## src/rtl/twb_pkg.sv

```systemverilog
package twb_pkg;

	// ---------------------------------------------------------------
	// timing
	// ---------------------------------------------------------------
	localparam int CLK_PERIOD_NS = 50;
	localparam int BUS_FREE_NS   = 50000;
	localparam int START_DLY_NS  = 5000;
	localparam int FREE_CNT_W    = 10;
	localparam int DLY_CNT_W     = 7;
	localparam logic [FREE_CNT_W-1:0] BUS_FREE_CYC =
		FREE_CNT_W'((BUS_FREE_NS + CLK_PERIOD_NS - 1) / CLK_PERIOD_NS);
	localparam logic [DLY_CNT_W-1:0] START_DLY_CYC =
		DLY_CNT_W'((START_DLY_NS + CLK_PERIOD_NS - 1) / CLK_PERIOD_NS);

	// ---------------------------------------------------------------
	// register selects and layout
	// ---------------------------------------------------------------
	localparam logic [2:0] SEL_CTRL   = 3'h0;
	localparam logic [2:0] SEL_RATE   = 3'h1;
	localparam logic [2:0] SEL_DATA   = 3'h2;
	localparam logic [2:0] SEL_ADDR   = 3'h3;
	localparam logic [2:0] SEL_STATUS = 3'h4;
	localparam int CTL_EN  = 6;
	localparam int CTL_STA = 5;
	localparam int CTL_STO = 4;
	localparam int CTL_SI  = 3;
	localparam int CTL_AA  = 2;
	localparam logic [7:0] CTL_RST  = 8'h00;
	localparam logic [7:0] RATE_RST = 8'h04;
	localparam logic [7:0] DATA_RST = 8'h00;
	localparam logic [7:0] ADDR_RST = 8'h00;

	// ---------------------------------------------------------------
	// protocol state codes
	// ---------------------------------------------------------------
	localparam logic [7:0] ST_IDLE       = 8'hF8;
	localparam logic [7:0] ST_START      = 8'h08;
	localparam logic [7:0] ST_RSTART     = 8'h10;
	localparam logic [7:0] ST_MT_ADR_ACK = 8'h18;
	localparam logic [7:0] ST_MT_ADR_NAK = 8'h20;
	localparam logic [7:0] ST_MT_DAT_ACK = 8'h28;
	localparam logic [7:0] ST_MT_DAT_NAK = 8'h30;
	localparam logic [7:0] ST_ARB_LOST   = 8'h38;
	localparam logic [7:0] ST_MR_ADR_ACK = 8'h40;
	localparam logic [7:0] ST_MR_ADR_NAK = 8'h48;
	localparam logic [7:0] ST_MR_DAT_ACK = 8'h50;
	localparam logic [7:0] ST_MR_DAT_NAK = 8'h58;
	localparam logic [7:0] ST_SR_ADR     = 8'h60;
	localparam logic [7:0] ST_SR_GC      = 8'h70;
	localparam logic [7:0] ST_SR_DAT_ACK = 8'h80;
	localparam logic [7:0] ST_SR_DAT_NAK = 8'h88;
	localparam logic [7:0] ST_SR_STOP    = 8'hA0;
	localparam logic [7:0] ST_ST_ADR     = 8'hA8;
	localparam logic [7:0] ST_ST_DAT_ACK = 8'hB8;
	localparam logic [7:0] ST_ST_DAT_NAK = 8'hC0;

	typedef enum logic [3:0] {
		M_IDLE  = 4'h0,
		M_WAIT  = 4'h1,
		M_DLY   = 4'h3,
		M_START = 4'h2,
		M_HOLD  = 4'h6,
		M_LOW   = 4'h7,
		M_HIGH  = 4'h5,
		M_STOP1 = 4'h4,
		M_STOP2 = 4'hC,
		M_RS1   = 4'hD,
		M_RS2   = 4'hF
	} mst_state_type;

endpackage : twb_pkg

```

## src/rtl/pin_sync.sv

```systemverilog
`timescale 1ns/1ps
`default_nettype none
module pin_sync #(
	parameter int N = 2
) (
	input  wire logic         clk_i,
	input  wire logic         arst_n_i,
	input  wire logic [N-1:0] d_i,
	output logic      [N-1:0] q_o
);
	if (N < 1) begin : g_chk
		$error("pin_sync needs at least one bit");
	end

	// a change counts once stages two and three agree
	for (genvar i = 0; i < N; i++) begin : g_bit
		logic s1_q;
		logic s2_q;
		logic s3_q;
		always_ff @(posedge clk_i or negedge arst_n_i) begin
			if (!arst_n_i) begin
				s1_q   <= 1'b1;
				s2_q   <= 1'b1;
				s3_q   <= 1'b1;
				q_o[i] <= 1'b1;
			end else begin
				s1_q <= d_i[i];
				s2_q <= s1_q;
				s3_q <= s2_q;
				if (s2_q == s3_q) begin
					q_o[i] <= s3_q;
				end
			end
		end
	end
endmodule : pin_sync
`default_nettype wire

```

## src/rtl/rate_div.sv

```systemverilog
`timescale 1ns/1ps
`default_nettype none
module rate_div #(
	parameter int W = 8
) (
	input  wire logic         clk_i,
	input  wire logic         arst_n_i,
	input  wire logic [W-1:0] rate_i,
	output logic              tick_o
);
	logic [W-1:0] cnt_q;

	if (W < 1) begin : g_chk
		$error("rate_div needs a nonzero width");
	end

	// one tick every rate_i + 1 cycles
	always_ff @(posedge clk_i or negedge arst_n_i) begin
		if (!arst_n_i) begin
			cnt_q  <= '0;
			tick_o <= 1'b0;
		end else if (cnt_q >= rate_i) begin
			cnt_q  <= '0;
			tick_o <= 1'b1;
		end else begin
			cnt_q  <= cnt_q + W'(1);
			tick_o <= 1'b0;
		end
	end
endmodule : rate_div
`default_nettype wire

```

## src/rtl/two_wire_ctrl.sv

```systemverilog
// Behaviour
// - software reads/writes all control bits
// - event flag set by hardware, cleared by software
// - stop flag cleared when bus STOP seen
// - enable bit off releases both bus lines
// - enable off/on resets all bus state
// - start flag enters master, START if free
// - busy bus: wait STOP, then 5 us
// - 50 us idle lines mean bus free
// - start after a byte gives repeated START
// - stop flag in master drives STOP
// - slave stop flag: internal stop, no drive
// - simulated stop keeps bus marked busy
// - each state entry sets flag, maybe interrupt
// - flag set and clock low: hold clock
// - ack flag selects ACK or NACK level
// - ack flag clear ignores own/general address
`timescale 1ns/1ps
`default_nettype none
module two_wire_ctrl
	import twb_pkg::*;
(
	input  wire logic       CLK_SYS_I,
	input  wire logic       ARST_N_I,
	input  wire logic [2:0] REG_SEL_I,
	input  wire logic       REG_WR_I,
	input  wire logic [7:0] REG_WDATA_I,
	output logic      [7:0] REG_RDATA_O,
	input  wire logic       INT_EN_I,
	output logic            IRQ_O,
	input  wire logic       SCL_I,
	output logic            SCL_O,
	output logic            SCL_OE_O,
	input  wire logic       SDA_I,
	output logic            SDA_O,
	output logic            SDA_OE_O
);
	// ---------------------------------------------------------------
	// line sampling
	// ---------------------------------------------------------------
	logic [1:0] pin_s;
	logic       scl_s, sda_s, scl_p_q, sda_p_q;
	logic       scl_rise, scl_fall, start_det, stop_det, tick;

	pin_sync #(.N(2)) u_sync (
		.clk_i    (CLK_SYS_I),
		.arst_n_i (ARST_N_I),
		.d_i      ({SCL_I, SDA_I}),
		.q_o      (pin_s)
	);

	assign scl_s     = pin_s[1];
	assign sda_s     = pin_s[0];
	assign scl_rise  = scl_s & ~scl_p_q;
	assign scl_fall  = ~scl_s & scl_p_q;
	assign start_det = scl_s & scl_p_q & sda_p_q & ~sda_s;
	assign stop_det  = scl_s & scl_p_q & ~sda_p_q & sda_s;

	always_ff @(posedge CLK_SYS_I or negedge ARST_N_I) begin
		if (!ARST_N_I) begin
			scl_p_q <= 1'b1;
			sda_p_q <= 1'b1;
		end else begin
			scl_p_q <= scl_s;
			sda_p_q <= sda_s;
		end
	end

	// ---------------------------------------------------------------
	// registers
	// ---------------------------------------------------------------
	logic [7:0] ctl_q, ctl_d, rate_q, data_q, addr_q, status_q, rdata_q;
	logic       en, start_request_flag, stop_request_flag, si, aa, ctl_wr, ev_set, sim_stop;
	logic       m_ev_q, s_ev_q, m_rx_load, s_rx_load, mst_q;
	logic [7:0] m_code_q, s_code_q, m_sh_q, sl_sh_q;

	assign en       = ctl_q[CTL_EN];
	assign start_request_flag      = ctl_q[CTL_STA];
	assign stop_request_flag      = ctl_q[CTL_STO];
	assign si       = ctl_q[CTL_SI];
	assign aa       = ctl_q[CTL_AA];
	assign ctl_wr   = REG_WR_I && (REG_SEL_I == SEL_CTRL);
	assign ev_set   = m_ev_q | s_ev_q;
	assign sim_stop = en & stop_request_flag & ~mst_q;

	always_comb begin
		ctl_d = ctl_wr ? REG_WDATA_I : ctl_q;
		if (!ctl_wr && (stop_det || sim_stop)) begin
			ctl_d[CTL_STO] = 1'b0;
		end
		ctl_d[CTL_SI] = ctl_d[CTL_SI] | ev_set;
	end

	always_ff @(posedge CLK_SYS_I or negedge ARST_N_I) begin
		if (!ARST_N_I) begin
			ctl_q  <= CTL_RST;
			rate_q <= RATE_RST;
			addr_q <= ADDR_RST;
		end else begin
			ctl_q <= ctl_d;
			if (REG_WR_I && REG_SEL_I == SEL_RATE) begin
				rate_q <= REG_WDATA_I;
			end
			if (REG_WR_I && REG_SEL_I == SEL_ADDR) begin
				addr_q <= REG_WDATA_I;
			end
		end
	end

	// received bytes land in the data register; software write loses
	always_ff @(posedge CLK_SYS_I or negedge ARST_N_I) begin
		if (!ARST_N_I) begin
			data_q <= DATA_RST;
		end else if (m_rx_load) begin
			data_q <= m_sh_q;
		end else if (s_rx_load) begin
			data_q <= sl_sh_q;
		end else if (REG_WR_I && REG_SEL_I == SEL_DATA) begin
			data_q <= REG_WDATA_I;
		end
	end

	always_ff @(posedge CLK_SYS_I or negedge ARST_N_I) begin
		if (!ARST_N_I) begin
			status_q <= ST_IDLE;
		end else if (!en) begin
			status_q <= ST_IDLE;
		end else if (ev_set) begin
			status_q <= m_ev_q ? m_code_q : s_code_q;
		end
	end

	always_ff @(posedge CLK_SYS_I or negedge ARST_N_I) begin
		if (!ARST_N_I) begin
			rdata_q <= 8'h00;
			IRQ_O   <= 1'b0;
		end else begin
			IRQ_O <= si & INT_EN_I;
			case (REG_SEL_I)
				SEL_CTRL:   rdata_q <= ctl_q;
				SEL_RATE:   rdata_q <= rate_q;
				SEL_DATA:   rdata_q <= data_q;
				SEL_ADDR:   rdata_q <= addr_q;
				SEL_STATUS: rdata_q <= status_q;
				default:    rdata_q <= 8'h00;
			endcase
		end
	end
	assign REG_RDATA_O = rdata_q;

	// ---------------------------------------------------------------
	// bus busy and free timeout
	// ---------------------------------------------------------------
	logic                  busy_q;
	logic [FREE_CNT_W-1:0] free_cnt_q;
	logic                  line_idle;
	assign line_idle = scl_s & sda_s;

	always_ff @(posedge CLK_SYS_I or negedge ARST_N_I) begin
		if (!ARST_N_I) begin
			busy_q     <= 1'b0;
			free_cnt_q <= '0;
		end else if (!en) begin
			busy_q     <= 1'b0;
			free_cnt_q <= '0;
		end else begin
			free_cnt_q <= (busy_q && line_idle) ? free_cnt_q + FREE_CNT_W'(1) : '0;
			if (start_det) begin
				busy_q <= 1'b1;
			end else if (stop_det || (line_idle && free_cnt_q == BUS_FREE_CYC - FREE_CNT_W'(1))) begin
				busy_q <= 1'b0;
			end
		end
	end

	// ---------------------------------------------------------------
	// master engine
	// ---------------------------------------------------------------
	mst_state_type        m_st_q;
	logic [DLY_CNT_W-1:0] dly_q;
	logic [3:0]           m_cnt_q;
	logic                 m_ph_q, m_sda_q, bytes_q, adr_ph_q, rw_q, rx_now, bit_val, m_scl_low;

	rate_div #(.W(8)) u_div (
		.clk_i    (CLK_SYS_I),
		.arst_n_i (ARST_N_I),
		.rate_i   (rate_q),
		.tick_o   (tick)
	);

	assign rx_now    = rw_q & ~adr_ph_q;
	assign bit_val   = (m_cnt_q == 4'h8) ? (rx_now & aa) : (~rx_now & ~m_sh_q[7]);
	assign m_scl_low = (m_st_q == M_HOLD) || (m_st_q == M_LOW) || (m_st_q == M_STOP1) || (m_st_q == M_RS1);
	assign m_rx_load = en && m_st_q == M_HIGH && tick && scl_s && m_cnt_q == 4'h8 && rx_now;

	always_ff @(posedge CLK_SYS_I or negedge ARST_N_I) begin
		if (!ARST_N_I) begin
			m_st_q <= M_IDLE; mst_q <= 1'b0; m_sda_q <= 1'b0; m_ph_q <= 1'b0;
			m_cnt_q <= 4'h0; m_sh_q <= 8'h00; dly_q <= '0; bytes_q <= 1'b0;
			adr_ph_q <= 1'b0; rw_q <= 1'b0; m_ev_q <= 1'b0; m_code_q <= ST_IDLE;
		end else if (!en) begin
			m_st_q <= M_IDLE; mst_q <= 1'b0; m_sda_q <= 1'b0; m_ph_q <= 1'b0;
			m_cnt_q <= 4'h0; bytes_q <= 1'b0; adr_ph_q <= 1'b0; m_ev_q <= 1'b0;
		end else begin
			m_ev_q <= 1'b0;
			case (m_st_q)
				M_IDLE: if (start_request_flag) begin
					mst_q   <= 1'b1;
					bytes_q <= 1'b0;
					m_ph_q  <= 1'b0;
					m_st_q  <= busy_q ? M_WAIT : M_START;
				end
				M_WAIT: if (!busy_q) begin
					dly_q  <= '0;
					m_st_q <= M_DLY;
				end
				M_DLY: if (busy_q) begin
					m_st_q <= M_WAIT;
				end else if (dly_q == START_DLY_CYC - DLY_CNT_W'(1)) begin
					m_st_q <= M_START;
				end else begin
					dly_q <= dly_q + DLY_CNT_W'(1);
				end
				M_START: if (tick) begin
					if (!m_ph_q) begin
						m_sda_q <= 1'b1;
						m_ph_q  <= 1'b1;
					end else begin
						m_st_q   <= M_HOLD;
						adr_ph_q <= 1'b1;
						m_ev_q   <= 1'b1;
						m_code_q <= bytes_q ? ST_RSTART : ST_START;
					end
				end
				M_HOLD: if (!si && !m_ev_q) begin
					m_ph_q <= 1'b0;
					if (stop_request_flag) begin
						m_st_q <= M_STOP1;
					end else if (start_request_flag && bytes_q) begin
						m_st_q <= M_RS1;
					end else begin
						m_st_q  <= M_LOW;
						m_cnt_q <= 4'h0;
						m_sh_q  <= data_q;
						if (adr_ph_q) begin
							rw_q <= data_q[0];
						end
					end
				end
				M_LOW: if (tick) begin
					// sda moves only a tick after scl fell
					if (!m_ph_q) begin
						m_sda_q <= bit_val;
						m_ph_q  <= 1'b1;
					end else begin
						m_ph_q <= 1'b0;
						m_st_q <= M_HIGH;
					end
				end
				M_HIGH: if (tick && scl_s) begin
					if (m_cnt_q == 4'h8) begin
						bytes_q  <= 1'b1;
						adr_ph_q <= 1'b0;
						m_st_q   <= M_HOLD;
						m_ev_q   <= 1'b1;
						if (adr_ph_q) begin
							m_code_q <= rw_q ? (sda_s ? ST_MR_ADR_NAK : ST_MR_ADR_ACK)
								: (sda_s ? ST_MT_ADR_NAK : ST_MT_ADR_ACK);
						end else begin
							m_code_q <= rw_q ? (aa ? ST_MR_DAT_ACK : ST_MR_DAT_NAK)
								: (sda_s ? ST_MT_DAT_NAK : ST_MT_DAT_ACK);
						end
					end else if (!rx_now && !m_sda_q && !sda_s) begin
						m_st_q   <= M_IDLE;
						mst_q    <= 1'b0;
						m_ev_q   <= 1'b1;
						m_code_q <= ST_ARB_LOST;
					end else begin
						m_sh_q  <= {m_sh_q[6:0], sda_s};
						m_cnt_q <= m_cnt_q + 4'h1;
						m_st_q  <= M_LOW;
					end
				end
				M_STOP1: if (tick) begin
					m_sda_q <= 1'b1;
					m_st_q  <= M_STOP2;
				end
				M_STOP2: if (tick && scl_s) begin
					m_sda_q <= 1'b0;
					mst_q   <= 1'b0;
					m_st_q  <= M_IDLE;
				end
				M_RS1: if (tick) begin
					m_sda_q <= 1'b0;
					m_st_q  <= M_RS2;
				end
				M_RS2: if (tick && scl_s) begin
					m_ph_q <= 1'b0;
					m_st_q <= M_START;
				end
				default: m_st_q <= M_IDLE;
			endcase
		end
	end

	// ---------------------------------------------------------------
	// slave engine
	// ---------------------------------------------------------------
	logic [3:0] sl_cnt_q;
	logic       sl_act_q, sl_adr_q, sl_tx_q, sl_ack_q, sl_mack_q, sl_gc_q, sl_new_q, s_sda_q;
	logic       adr_hit, gc_hit;
	// a cleared ack flag blinds both address matches
	assign adr_hit   = aa & (sl_sh_q[7:1] == addr_q[7:1]);
	assign gc_hit    = aa & addr_q[0] & (sl_sh_q[7:1] == 7'h00);
	assign s_rx_load = en && !mst_q && sl_act_q && sl_adr_q && !sl_tx_q && scl_fall && sl_cnt_q == 4'h8
		&& !start_det && !stop_det && !sim_stop;

	always_ff @(posedge CLK_SYS_I or negedge ARST_N_I) begin
		if (!ARST_N_I) begin
			sl_cnt_q <= 4'h0; sl_act_q <= 1'b0; sl_adr_q <= 1'b0; sl_tx_q <= 1'b0;
			sl_ack_q <= 1'b0; sl_mack_q <= 1'b0; sl_gc_q <= 1'b0; sl_new_q <= 1'b0;
			sl_sh_q <= 8'h00; s_sda_q <= 1'b0; s_ev_q <= 1'b0; s_code_q <= ST_IDLE;
		end else if (!en || mst_q) begin
			sl_act_q <= 1'b0; sl_adr_q <= 1'b0; s_sda_q <= 1'b0; s_ev_q <= 1'b0;
		end else begin
			s_ev_q <= 1'b0;
			if (start_det || stop_det || sim_stop) begin
				if (sl_adr_q && !sim_stop) begin
					s_ev_q   <= 1'b1;
					s_code_q <= ST_SR_STOP;
				end
				sl_act_q <= start_det;
				sl_adr_q <= 1'b0;
				sl_cnt_q <= 4'h0;
				sl_ack_q <= 1'b0;
				s_sda_q  <= 1'b0;
			end else if (sl_act_q) begin
				if (scl_rise) begin
					if (sl_cnt_q < 4'h8) begin
						sl_sh_q <= {sl_sh_q[6:0], sda_s};
					end else begin
						sl_mack_q <= ~sda_s;
					end
					sl_cnt_q <= sl_cnt_q + 4'h1;
				end
				if (scl_fall && sl_cnt_q == 4'h8) begin
					if (!sl_adr_q) begin
						sl_adr_q <= adr_hit | gc_hit;
						sl_act_q <= adr_hit | gc_hit;
						sl_ack_q <= adr_hit | gc_hit;
						sl_tx_q  <= sl_sh_q[0];
						sl_gc_q  <= gc_hit & ~adr_hit;
						sl_new_q <= 1'b1;
					end else begin
						sl_ack_q <= ~sl_tx_q & aa;
					end
				end
				if (scl_fall && sl_cnt_q == 4'h9) begin
					sl_cnt_q <= 4'h0;
					sl_ack_q <= 1'b0;
					sl_new_q <= 1'b0;
					s_ev_q   <= 1'b1;
					if (sl_new_q) begin
						s_code_q <= sl_tx_q ? ST_ST_ADR : (sl_gc_q ? ST_SR_GC : ST_SR_ADR);
					end else if (sl_tx_q) begin
						s_code_q <= sl_mack_q ? ST_ST_DAT_ACK : ST_ST_DAT_NAK;
					end else begin
						s_code_q <= sl_ack_q ? ST_SR_DAT_ACK : ST_SR_DAT_NAK;
					end
					if (!sl_new_q && (sl_tx_q ? !sl_mack_q : !sl_ack_q)) begin
						sl_adr_q <= 1'b0;
						sl_act_q <= 1'b0;
					end
				end
				// data lines move only while scl is low
				if (!scl_s && !scl_fall) begin
					s_sda_q <= (sl_cnt_q == 4'h8) ? sl_ack_q
						: (sl_adr_q && sl_tx_q && sl_cnt_q < 4'h8 && !data_q[3'(4'h7 - sl_cnt_q)]);
				end
			end
		end
	end

	// ---------------------------------------------------------------
	// pin drivers: open drain, enable pulls the line low
	// ---------------------------------------------------------------
	always_ff @(posedge CLK_SYS_I or negedge ARST_N_I) begin
		if (!ARST_N_I) begin
			SCL_OE_O <= 1'b0;
			SDA_OE_O <= 1'b0;
			SCL_O    <= 1'b0;
			SDA_O    <= 1'b0;
		end else begin
			SCL_OE_O <= en & (m_scl_low | (si & ~scl_s));
			SDA_OE_O <= en & ((mst_q & m_sda_q) | (s_sda_q & ~sim_stop));
			SCL_O    <= 1'b0;
			SDA_O    <= 1'b0;
		end
	end
endmodule : two_wire_ctrl
`default_nettype wire

```

## config.mk

```make
export PLATFORM = sky130hd
export DESIGN_NAME = two_wire_ctrl
export DESIGN_NICKNAME = d
export VERILOG_FILES = /design/src/rtl/twb_pkg.sv /design/src/rtl/pin_sync.sv /design/src/rtl/rate_div.sv /design/src/rtl/two_wire_ctrl.sv
export SDC_FILE = /design/constraint.sdc
export NUM_CORES = 1
export LEC_CHECK = 0
export ABC_AREA = 1
export BUFFER_PORTS_ARGS = -buffer_cell sky130_fd_sc_hd__clkbuf_2
export CORE_ASPECT_RATIO = 1.1
export CORE_UTILIZATION = 50
export CTS_BUF_LIST = sky130_fd_sc_hd__clkbuf_2 sky130_fd_sc_hd__clkbuf_4 sky130_fd_sc_hd__clkbuf_8
export DETAILED_ROUTE_END_ITERATION = 16
export PLACE_DENSITY = 0.75
export SETUP_SLACK_MARGIN = 0.3
export SYNTH_ARGS = -nofsm -noshare
export SYNTH_HDL_FRONTEND = slang
export SYNTH_SLANG_ARGS = --single-unit
export TNS_END_PERCENT = 10
```

## constraint.sdc

```tcl
create_clock -name CLK_SYS_I -period 5.5 [get_ports CLK_SYS_I]
set_clock_uncertainty 0.1 [all_clocks]
set_input_delay 0.275 -clock CLK_SYS_I [delete_from_list [all_inputs] [get_ports CLK_SYS_I]]
set_output_delay 0.275 -clock CLK_SYS_I [all_outputs]
set_load 0.05 [all_outputs]
```

== After elaboration in Yosys (flattened, before gate mapping) ==
Cells that the tools add are included.
Widths: inputs -> output; s select.

* Register bits after elaboration: 148
* Word-level logic and storage cells: 420
* Output and inout bits: 13

* Reductions and logical operators: 94
* Bitwise logic cells: 46
* Add/subtract/negate cells: 6
* Equality and inequality tests: 65
* Mux-type cells: 157
* Magnitude comparators: 3

{| class="wikitable"
|+ Operators with widths
! cell !! number
|-
| $mux 8 || 24
|-
| $mux 4 || 31
|-
| $mux 1 || 71
|-
| $mux 7 || 8
|-
| $pmux 4 s11 || 1
|-
| $pmux 8 s5 || 1
|-
| $ne 3x3->1 const B || 12
|-
| $logic_and 1x1->1 || 34
|-
| $pmux 8 s2 || 2
|-
| $reduce_and 5->1 || 6
|-
| $ne 3x2->1 const B || 9
|-
| $and 1x1->1 || 24
|-
| $eq 4x4->1 const B || 6
|-
| $reduce_and 6->1 || 4
|-
| $mux 10 || 2
|-
| $mux 5 || 4
|-
| $logic_not 1->1 || 18
|-
| $not 1->1 || 17
|-
| $eq 4x3->1 const B || 4
|-
| $ne 2x2->1 const B || 8
|-
| $reduce_and 8->1 || 2
|-
| $reduce_bool 3->1 || 5
|-
| $pmux 7 s2 || 1
|-
| $reduce_bool 2->1 || 7
|-
| other kinds (40) || 70
|}

== Longest topological paths before layout ==
Gate-level depths: netlist (run 1).

* Depth in word-level cells: 12
* Depth in mapped cells: 12
* Depth with buffers taken out: 11

== Modules after synthesis ==
Synthesis (run 1) repeated with hierarchy kept, for this count alone.

* Cell total of the unflattened synthesis: 987
* Area total of the unflattened synthesis: 7613.6 µm²

{| class="wikitable"
|+ Modules (own cells, without submodules)
! module !! times used !! area each (µm²) !! cells an instance !! sequential area each (µm²)
|-
| two_wire_ctrl || 1 || 6767.7 || 900 || 3075.4
|-
| rate_div || 1 || 603.1 || 71 || 225.2
|-
| pin_sync || 1 || 242.7 || 16 || 210.2
|}

== Worst setup path before layout (run 1) ==
Ideal clock, no wire load.

* Path kind: register to register
* From: register m_cnt_q[0]
* To: register data_q[0]
* Path buffers: 0
* Stages on the path, launching flop included: 9
* Path slack: 3.761 ns
* Arrival: 1.518 ns
* Cell sequence: dfrtp_1 -> inv_1 -> ha_1 -> nand3b_1 -> nor2_4 -> nand4_2 -> or2_1 -> nand2_1 -> o21ai_1

* Cells in the longest elaborated chain, start to end: 4

{| class="wikitable"
|+ RTL lines
! element !! line !! RTL
|-
| start, declared || two_wire_ctrl.sv:181 || <nowiki>logic [3:0] m_cnt_q;</nowiki>
|-
| start signal, assigned || two_wire_ctrl.sv:280 || <nowiki>m_cnt_q <= m_cnt_q + 4'h1;</nowiki>
|-
| $eq 4x4->1 * || two_wire_ctrl.sv:194 || <nowiki>assign m_rx_load = en && m_st_q == M_HIGH && tick && scl_s && m_cnt_q == 4'h8 && rx_now;</nowiki>
|-
| $logic_and 1x1->1 * (2 in series) || two_wire_ctrl.sv:194 ||
|-
| $reduce_bool 3->1 (no source line) or $mux 8 (tied branches) || -- ||
|-
| end signal, assigned || two_wire_ctrl.sv:115 || <nowiki>data_q <= m_sh_q;</nowiki>
|-
| end signal, assigned || two_wire_ctrl.sv:117 || <nowiki>data_q <= sl_sh_q;</nowiki>
|-
| end, declared || two_wire_ctrl.sv:72 || <nowiki>logic [7:0] ctl_q, ctl_d, rate_q, data_q, addr_q, status_q, rdata_q;</nowiki>
|}

Mark *: on every way between the ends. The rest lies on a longest branch, timed or not.
A chain may end at the register's enable or synchronous reset.

== Worst setup path in the final report (run 1) ==
* From: register ctl_q[6]
* To: register s_code_q[5]

* Cells in the longest elaborated chain, start to end: 6

{| class="wikitable"
|+ RTL lines
! element !! line !! RTL
|-
| start, declared || two_wire_ctrl.sv:72 ||
|-
| start signal, assigned || two_wire_ctrl.sv:100 || <nowiki>ctl_q <= ctl_d;</nowiki>
|-
| $and 1x1->1 (2 in series) || two_wire_ctrl.sv:84 || <nowiki>assign sim_stop = en & stop_request_flag & ~mst_q;</nowiki>
|-
| $logic_not 1->1 || two_wire_ctrl.sv:328 || <nowiki>if (sl_adr_q && !sim_stop) begin</nowiki>
|-
| $logic_and 1x1->1 || two_wire_ctrl.sv:328 ||
|-
| $ne 2x1->1 (no source line) || -- ||
|-
| $reduce_and 4->1 (no source line) || -- ||
|-
| end signal, assigned || two_wire_ctrl.sv:364 || <nowiki>s_code_q <= sl_tx_q ? ST_ST_ADR : (sl_gc_q ? ST_SR_GC : ST_SR_ADR);</nowiki>
|-
| end signal, assigned || two_wire_ctrl.sv:366 || <nowiki>s_code_q <= sl_mack_q ? ST_ST_DAT_ACK : ST_ST_DAT_NAK;</nowiki>
|-
| end signal, assigned || two_wire_ctrl.sv:368 || <nowiki>s_code_q <= sl_ack_q ? ST_SR_DAT_ACK : ST_SR_DAT_NAK;</nowiki>
|-
| end, declared || two_wire_ctrl.sv:75 || <nowiki>logic [7:0] m_code_q, s_code_q, m_sh_q, sl_sh_q;</nowiki>
|}

Several ways; a longest one is shown, not always the timed one.

==> metrics, run 1 <==
status finished, final reports clean; sequential share of the synthesized area 0.464; Final min period 2.44 ns; CP endpoint s_code_q[5]; Async S/R FF share, synth 1.00; vias in the first global route 5995; EDFF count, synth 0; R2R Setup Slk 3.06 ns; worst reg-to-reg path cell count 8; count of input and output buffers 27; Synth Area in Compound Gates 0.130; commonest non-fill, non-tap cell in the layout nand2_1; worst slew pin tran 0.805 ns; final setup violation count 0; DR iter-0 viols 496; Synth Cell Area 0.00757 sq mm; CTS tree built; DR vias/cell 5.33; Max Cap Violations 0; CTS clk-pin slew, worst paths 0.08 ns; Power Density 374 mW/mm^2; post-synth cell types 49; Setup Crit Path Kind reg -> reg; RD Place Congestion 0.899; Routed Wire Length 17700 um; Worst Hold Class in -> reg; Lkg Pwr 4.04 nW; Core Util, Final 0.568; Data arrival, critical path 2.72 ns; Critical path origin ctl_q[6]; placed wire-length estimate 13100 um; post-synthesis mux area share 0; Hold Fails Final Rpt 0; Die Y 131 um; layout cells sized above 1 0.137; Clock Tree Root clkbuf_8; Final ANT Viol Nets 0; clock buffer count from CTS 17; DRC Markers 0; RR Startpoint ctl_q[6]; Overall Global Routing Usage 0.245; Fill cells 1367; post-synth top area share 0.374; setup TNS 0 ns; fmax 409 MHz; Setup crit end kind flop; fin. max-slew vios 0; R2R Path End s_code_q[5]; Hold Startpoint REG_WDATA_I[5]; top cells by area, synth dfrtp_1 37%, nand2_1 13%, dfstp_2 9.0%; initial core utilization 0.518; # nets final 1028; prevailing post-synth register cell dfrtp_1; Core Area 0.0146 sq mm; Critical Path RT 5.77 ns; die width 119 um; Worst Hold Path Cells 3; Clock Latency Late Sink 0.46 ns; CTS H-tree depth 4; full die area 0.0156 sq mm; initial antenna violation count 0; GRT Residual Overflow 0; Post-Synth Simple-Gate Area 0.284; RSZ-0062 raised after global routing false; xor and xnor area share after synthesis 0.0116; relative slew slack 0.463; first-pass GRT wire length 29800 um; most frequent cells in the layout 253 x nand2_1, 113 x dfrtp_1, 113 x inv_1; via count 6387; fin crit share 0.444; syn avg cell area 7.90 sq um; number of synthesis warnings 0; area delta synth->final 9.67%; Worst Path Max Fanout 20; CTS Hold Bufs 5; Synth Register Bits 139; # rows 46; post_cts resized 0; maximum vdd drop 153 uV; largest net degree at the start of global routing 89; critical path startpoint category flop; Top Ports 30; DR WL/cell 14.8 um; ant diodes 0; cells after synthesis 958; Post-Synth Adder-Cell Area 0.0324; buffer count from post-CTS setup fixing 0; post-synth top area cell dfrtp_1; clk sinks 139; clock buffer depth 2; DR pass1 iterations 5; largest family of logic cells by synthesized area simple AND/OR/NAND/NOR gates; WHS 0.0455 ns
worst max-delay path: stages, from the launching register on:
cell	delay [ns]
dfrtp_1	0.78
inv_2	0.36
nor2_4	0.24
nand2_4	0.10
nand3_4	0.15
o21ai_1	0.12
inv_1	0.10
nand3_1	0.19
a21oi_1	0.21
cell usage after synthesis (all sizes together), types with 3 or more instances:
library cell and n:
nand4 12, a21oi 38, o22ai 4, inv 120, xor2 7, o211ai 10
xnor2 3, o2111ai 5, nor3b 5, ha 18, dfrtp 113, dfstp 26
a31oi 7, clkbuf 7, nand3 58, buf 11, nand2 263, nor2 114
o21ai 100, nor3 15
cells by family (layout without fill, tap and decap cells):
family                   Yosys count  in the layout
XOR/XNOR                          10             10
flip-flops                       139            139
AND/OR/NAND/NOR                  472            472
adder cells (fa/ha/maj)           20             20
other                              1              2
buffers and inverters            140            187
AO/OA/AOI/OAI                    176            176
through the flow:
step                      area (sq um)  power [mW]  setup WS [ns]  std cells
after global routing              8300        3.31           2.79       1198
after CTS                         8300        3.12           3.04       1198
after floorplan                   7570        2.00           3.76        959
final                             8300        3.10           3.06       1198
after detailed placement          7830        2.23           3.06       1161
after global placement            7830        2.22           3.14       1161
area by class of cell:
class | instances | area [sq um] | area share
clock buffer | 21 | 270 | 0.0326
clock inverter | 11 | 148 | 0.0178
inverter | 122 | 458 | 0.0552
multi-input combinational | 680 | 3470 | 0.418
sequential | 139 | 3510 | 0.423
tap | 192 | 240 | 0.0290
timing repair buffer | 33 | 199 | 0.0240
report_power, final:
group	internal (mW)	total, mW	switching (mW)
Clock	0.475	0.873	0.397
Combinational	0.268	0.820	0.552
Sequential	1.22	1.41	0.189
flip-flops by register name (all words and copies together) (netlist names), 8 cells and up:
name	count
u_div.cnt_q	8
free_cnt_q	10
data_q	8
addr_q	8
REG_RDATA_O	8
ctl_q	8
rate_q	8
sl_sh_q	8
m_sh_q	8
layer usage:
layer,up-vias,track usage,share of wire
met5,-,0,0
met4,0,0.114,0.028
met3,45,0.0486,0.044
met2,177,0.386,0.47
met1,2964,0.329,0.46
li1,3201,-,-
how the worst min path moves through the flow:
stage                            to  slack, ns
6_report                  rate_q[5]       0.05
5_1_grt                    ctl_q[6]       0.05
2_1_floorplan                 IRQ_O      -0.12
3_3_place_gp   u_sync.g_bit[0].s2_q       0.25
4_1_cts                    ctl_q[3]       0.02
3_5_place_dp   u_sync.g_bit[0].s2_q       0.25
Power figures use the tool's default switching activity.
==> run 2: changes to the inputs <==
--- a/config.mk
+++ b/config.mk
@@ -11,7 +11,7 @@
 export CORE_UTILIZATION = 50
 export CTS_BUF_LIST = sky130_fd_sc_hd__clkbuf_2 sky130_fd_sc_hd__clkbuf_4 sky130_fd_sc_hd__clkbuf_8
 export DETAILED_ROUTE_END_ITERATION = 16
-export PLACE_DENSITY = 0.75
+export PLACE_DENSITY = 0.77
 export SETUP_SLACK_MARGIN = 0.3
 export SYNTH_ARGS = -nofsm -noshare
 export SYNTH_HDL_FRONTEND = slang
==> constraint.sdc (replaced) <==
create_clock -name CLK_SYS_I -period 2.05 [get_ports CLK_SYS_I]
set_clock_uncertainty 0.1 [all_clocks]
set_input_delay 0.1025 -clock CLK_SYS_I [delete_from_list [all_inputs] [get_ports CLK_SYS_I]]
set_output_delay 0.1025 -clock CLK_SYS_I [all_outputs]
set_load 0.05 [all_outputs]
==> metrics, run 2 (synthesis results as in run 1) <==
status finished, final reports clean; Reg power frac 0.419; DR iter-0 viols 647; clock buffer count from CTS 17; Hold Fails Final Rpt 0; setup TNS 0 ns; Overall Global Routing Usage 0.253; RSZ-0062 raised after global routing true; Critical Path RT 2.31 ns; DR vias/cell 5.44; R2R Setup Slk 0.26 ns; critical path startpoint category flop; Setup Crit Path Kind reg -> reg; via count 6835; RD Place Congestion 0.909; final setup violation count 0; Power Density 983 mW/mm^2; CTS H-tree depth 4; Pint 5.75 mW; # rows 46; worst reg-to-reg path cell count 11; ant diodes 0; cell total after placement 1177; max FFs per register 10; Final min period 1.79 ns; WHS 0.0304 ns; placed wire-length estimate 13600 um; Core Util, Final 0.624; DRC Markers 0; count of input and output buffers 27; CTS clk-pin slew, worst paths 0.08 ns; clock power share 0.292; area delta synth->final 20.7%; first-pass GRT wire length 30600 um; full die area 0.0156 sq mm; Routed Wire Length 19100 um; Comb pwr share 0.289; Worst Hold Class in -> async; Final ANT Viol Nets 0; clk sinks 139; Lkg Pwr 4.38 nW; PnR Total Power 8.97 mW; Top Ports 30; Clock Tree Root clkbuf_8; initial antenna violation count 0; Setup crit end kind flop; vias in the first global route 6362; maximum vdd drop 457 uV; switch share 0.359; DR WL/cell 15.2 um; Top reg by flops free_cnt_q; GRT Residual Overflow 0; fin crit share 0.871; Worst Path Max Fanout 8; initial core utilization 0.518; fin. max-slew vios 0; crit-path max cell delay 0.57 ns; R2R Path End data_q[7]; fmax 560 MHz; Clock Latency Late Sink 0.47 ns; commonest non-fill, non-tap cell in the layout nand2_1; layout cells sized above 1 0.211; CTS tree built; largest net degree at the start of global routing 51; Net Sw Power 3.22 mW; clock buffer depth 2; RR Startpoint u_sync.q_o[0]; crit path cell chain buf_6 -> nand2_2 -> inv_2 -> nand2_2 -> nand3_4 -> nor2_4 -> nor2_4 -> clkbuf_16 -> nor2_2 -> nand2_1 -> nand2_1; most frequent cells in the layout 247 x nand2_1, 108 x dfrtp_1, 104 x inv_1; # nets final 1086; DR pass1 iterations 6; Die Y 131 um; Non-Filler Instances 1256; Max Cap Violations 0; Data arrival, critical path 2.05 ns; Critical-path top delay cell dfstp_2; die width 119 um; Core Area 0.0146 sq mm
==> run 2: worst max path at each step <==
stage / startpoint / end / slack, ns / depth (start not counted)
CTS: u_sync.q_o[0] / sl_sh_q[5] / 0.24 / 11
finish: u_sync.q_o[0] / data_q[7] / 0.26 / 11
global placement: scl_p_q / s_code_q[4] / 0.12 / 9
detailed placement: m_cnt_q[0] / m_sh_q[6] / 0.11 / 8
floorplan: m_cnt_q[0] / data_q[0] / 0.31 / 8
global route: m_ev_q / m_sh_q[6] / 0.17 / 7
==> run 2: layout make-up <==
class                   count  area [sq um]
clock buffers              21           277
clock inverters            11           190
fillers                  1255          5490
inverters                 122           460
multi-input cells         681          3670
flip-flops and latches    139          3520
well taps                 192           240
repair buffers             90           772
==> run 2: power groups by stage <==
stage,registers [mW],logic [mW],clock network [mW]
5_1_grt,3.81,2.91,2.76
3_5_place_dp,3.77,2.30,0
2_1_floorplan,3.75,1.61,0
3_3_place_gp,3.77,2.24,0
4_1_cts,3.72,2.40,2.65
6_report,3.76,2.60,2.62
==> run 2: layer usage <==
metal  track usage  share of wire  vias to the layer above
met2         0.407           0.47                      236
met4         0.124          0.031                        0
li1              -              -                     3303
met5             0              0                        -
met3        0.0499          0.058                       57
met1         0.330           0.44                     3239
==> run 2: critical path, delay by kind of cell, from the launching register on <==
kind                   cells  cell delay, ns
AND/OR/NAND/NOR            8            0.65
flip-flops                 1            0.57
buffers and inverters      3            0.38
==> run 2: repair_timing <==
item                                    4_1_cts  5_1_grt
gates resized for setup                      15       60
hold buffers                                 20        0
cloned                                        0        2
hold endpoints to repair                    160        0
setup buffers                                11       14
endpoints found under the setup margin       63       81
pin swaps                                     6       22
==> run 2: metrics by stage <==
stage	cell area [sq um]	setup WS, ns
finish	9130	0.264
global route	9130	0.175
CTS	8810	0.238
detailed placement	7980	0.106
global placement	7980	0.125
floorplan	7570	0.311
==> run 3: changes to the inputs <==
--- a/config.mk
+++ b/config.mk
@@ -12,7 +12,6 @@
 export CTS_BUF_LIST = sky130_fd_sc_hd__clkbuf_2 sky130_fd_sc_hd__clkbuf_4 sky130_fd_sc_hd__clkbuf_8
 export DETAILED_ROUTE_END_ITERATION = 16
 export PLACE_DENSITY = 0.77
-export SETUP_SLACK_MARGIN = 0.3
 export SYNTH_ARGS = -nofsm -noshare
 export SYNTH_HDL_FRONTEND = slang
 export SYNTH_SLANG_ARGS = --single-unit
==> metrics, run 3 (synthesis results as in run 1) <==
CTS H-tree depth 4; worst reg-to-reg path cell count 10; first-pass GRT wire length 30100 um; clock buffer count from CTS 17; Clock Tree Root clkbuf_8; DR iter-0 viols 586; # rows 46; FF+latch area 0.00351 sq mm; layout cells sized above 1 0.153; most frequent cells in the layout 253 x nand2_1, 113 x dfrtp_1, 113 x inv_1; Worst Hold Class in -> async; Top reg by flops free_cnt_q; crit-path max cell delay 0.60 ns; Final ANT Viol Nets 0; RSZ-0062 raised after global routing true; largest net degree at the start of global routing 51; initial antenna violation count 0; Critical path origin u_sync.q_o[1]; critical path startpoint category flop; ant diodes 0; R2R Setup Slk 0.15 ns; Final Cell Area 0.00870 sq mm; Max Cap Violations 0; # nets final 1062; fin crit share 0.927; vias in the first global route 6230; DR pass1 iterations 5; fmax 526 MHz; Critical Path RT 2.31 ns; multi-input logic area 0.00349 sq mm; Hold Fails Final Rpt 0; area delta synth->final 15.0%; Critical-path top delay cell dfstp_2; DP Area 0.00798 sq mm; fin. max-slew vios 0; PnR Total Power 8.73 mW; Overall Global Routing Usage 0.249; full die area 0.0156 sq mm; Routed Wire Length 18400 um; count of input and output buffers 27; CP endpoint data_q[6]; Data arrival, critical path 2.16 ns; R2R Path End data_q[6]; final setup violation count 0; max FFs per register 10; clock buffer depth 2; CTS clk-pin slew, worst paths 0.08 ns; Power Density 1000 mW/mm^2; placed wire-length estimate 13600 um; GRT Residual Overflow 0; initial core utilization 0.518; RD Place Congestion 0.909; Setup crit end kind flop; die width 119 um; DR WL/cell 14.9 um; Die Y 131 um; CP most frequent cell nand2_1; via count 6622; Worst Path Max Fanout 16; Top Ports 30; DR vias/cell 5.38; maximum vdd drop 448 uV; Lkg Pwr 4.24 nW; crit path cell chain buf_4 -> nor2_1 -> inv_1 -> nor2_4 -> nand2_1 -> nor2_2 -> nor2_4 -> nor2_1 -> nand2_1 -> nand2_1; setup TNS 0 ns; Core Area 0.0146 sq mm; Final min period 1.90 ns; DRC Markers 0; RR Startpoint u_sync.q_o[1]; Fill cells 1331; status finished, final reports clean; clk sinks 139; CTS tree built; commonest non-fill, non-tap cell in the layout nand2_1; Clock Latency Late Sink 0.47 ns; post-place setup slack 0.106 ns; post-route setup slack 0.150 ns; Setup Crit Path Kind reg -> reg
[run 3: changes by cell type in the layout (fill, tap and decap cells not counted), moves of 6 or more]
| cell | delta |
|---|---|
| nor2_4 | -9 |
| nor2_2 | -6 |
| o21ai_0 | +8 |
| o21ai_1 | -6 |
| buf_4 | -16 |
| nand2_1 | +6 |
| nor2_1 | +15 |
| inv_2 | -9 |
| inv_1 | +9 |
[run 3: timing repair]
item	in CTS	in global routing
setup buffers	0	2
hold buffers	21	0
resized for setup	0	5
setup endpoints to repair	0	36
endpoints found under the hold margin	160	0
[run 3: routing by layer]
layer,up-vias,share of wire,track usage
li1,3250,-,-
met4,0,0.030,0.120
met5,-,0,0
met2,204,0.46,0.401
met3,46,0.052,0.0508
met1,3122,0.46,0.325
[run 3: worst min path at each step]
stage,startpoint,end
final,ARST_N_I,dly_q[1]
after global routing,REG_SEL_I[0],REG_RDATA_O[1]
after CTS,REG_SEL_I[2],REG_RDATA_O[3]
after detailed placement,ARST_N_I,dly_q[1]
after global placement,ARST_N_I,dly_q[1]
after floorplan,ARST_N_I,IRQ_O
[run 3: power by group]
group / leakage, nW / switching (mW) / total [mW] / internal (mW)
Sequential: 1.77 / 0.465 / 3.74 / 3.27
Clock: 0.237 / 1.08 / 2.61 / 1.54
Combinational: 2.23 / 1.56 / 2.38 / 0.823
[run 3: cell type report]
class,instances,area share
flip-flops and latches,139,0.404
inverters,122,0.0526
clock inverters,11,0.0219
clock buffers,21,0.0318
well taps,192,0.0276
repair buffers,67,0.0611
multi-input cells,680,0.401
[run 3: metrics by stage]
| stage | std cells | util | hold WS, ns |
|---|---|---|---|
| floorplan | 959 | - | -0.293 |
| global placement | 1177 | 0.546 | -0.0362 |
| detailed placement | 1177 | 0.546 | -0.0356 |
| CTS | 1230 | 0.592 | 0.0183 |
| global route | 1232 | 0.595 | 0.0678 |
| finish | 1232 | 0.595 | 0.0317 |
[run 3: critical path, delay by kind of cell, from the launching register on]
family,cells,cell delay (ns)
and+or+nand+nor,8,0.76
buffers and inverters,2,0.34
DFF,1,0.60
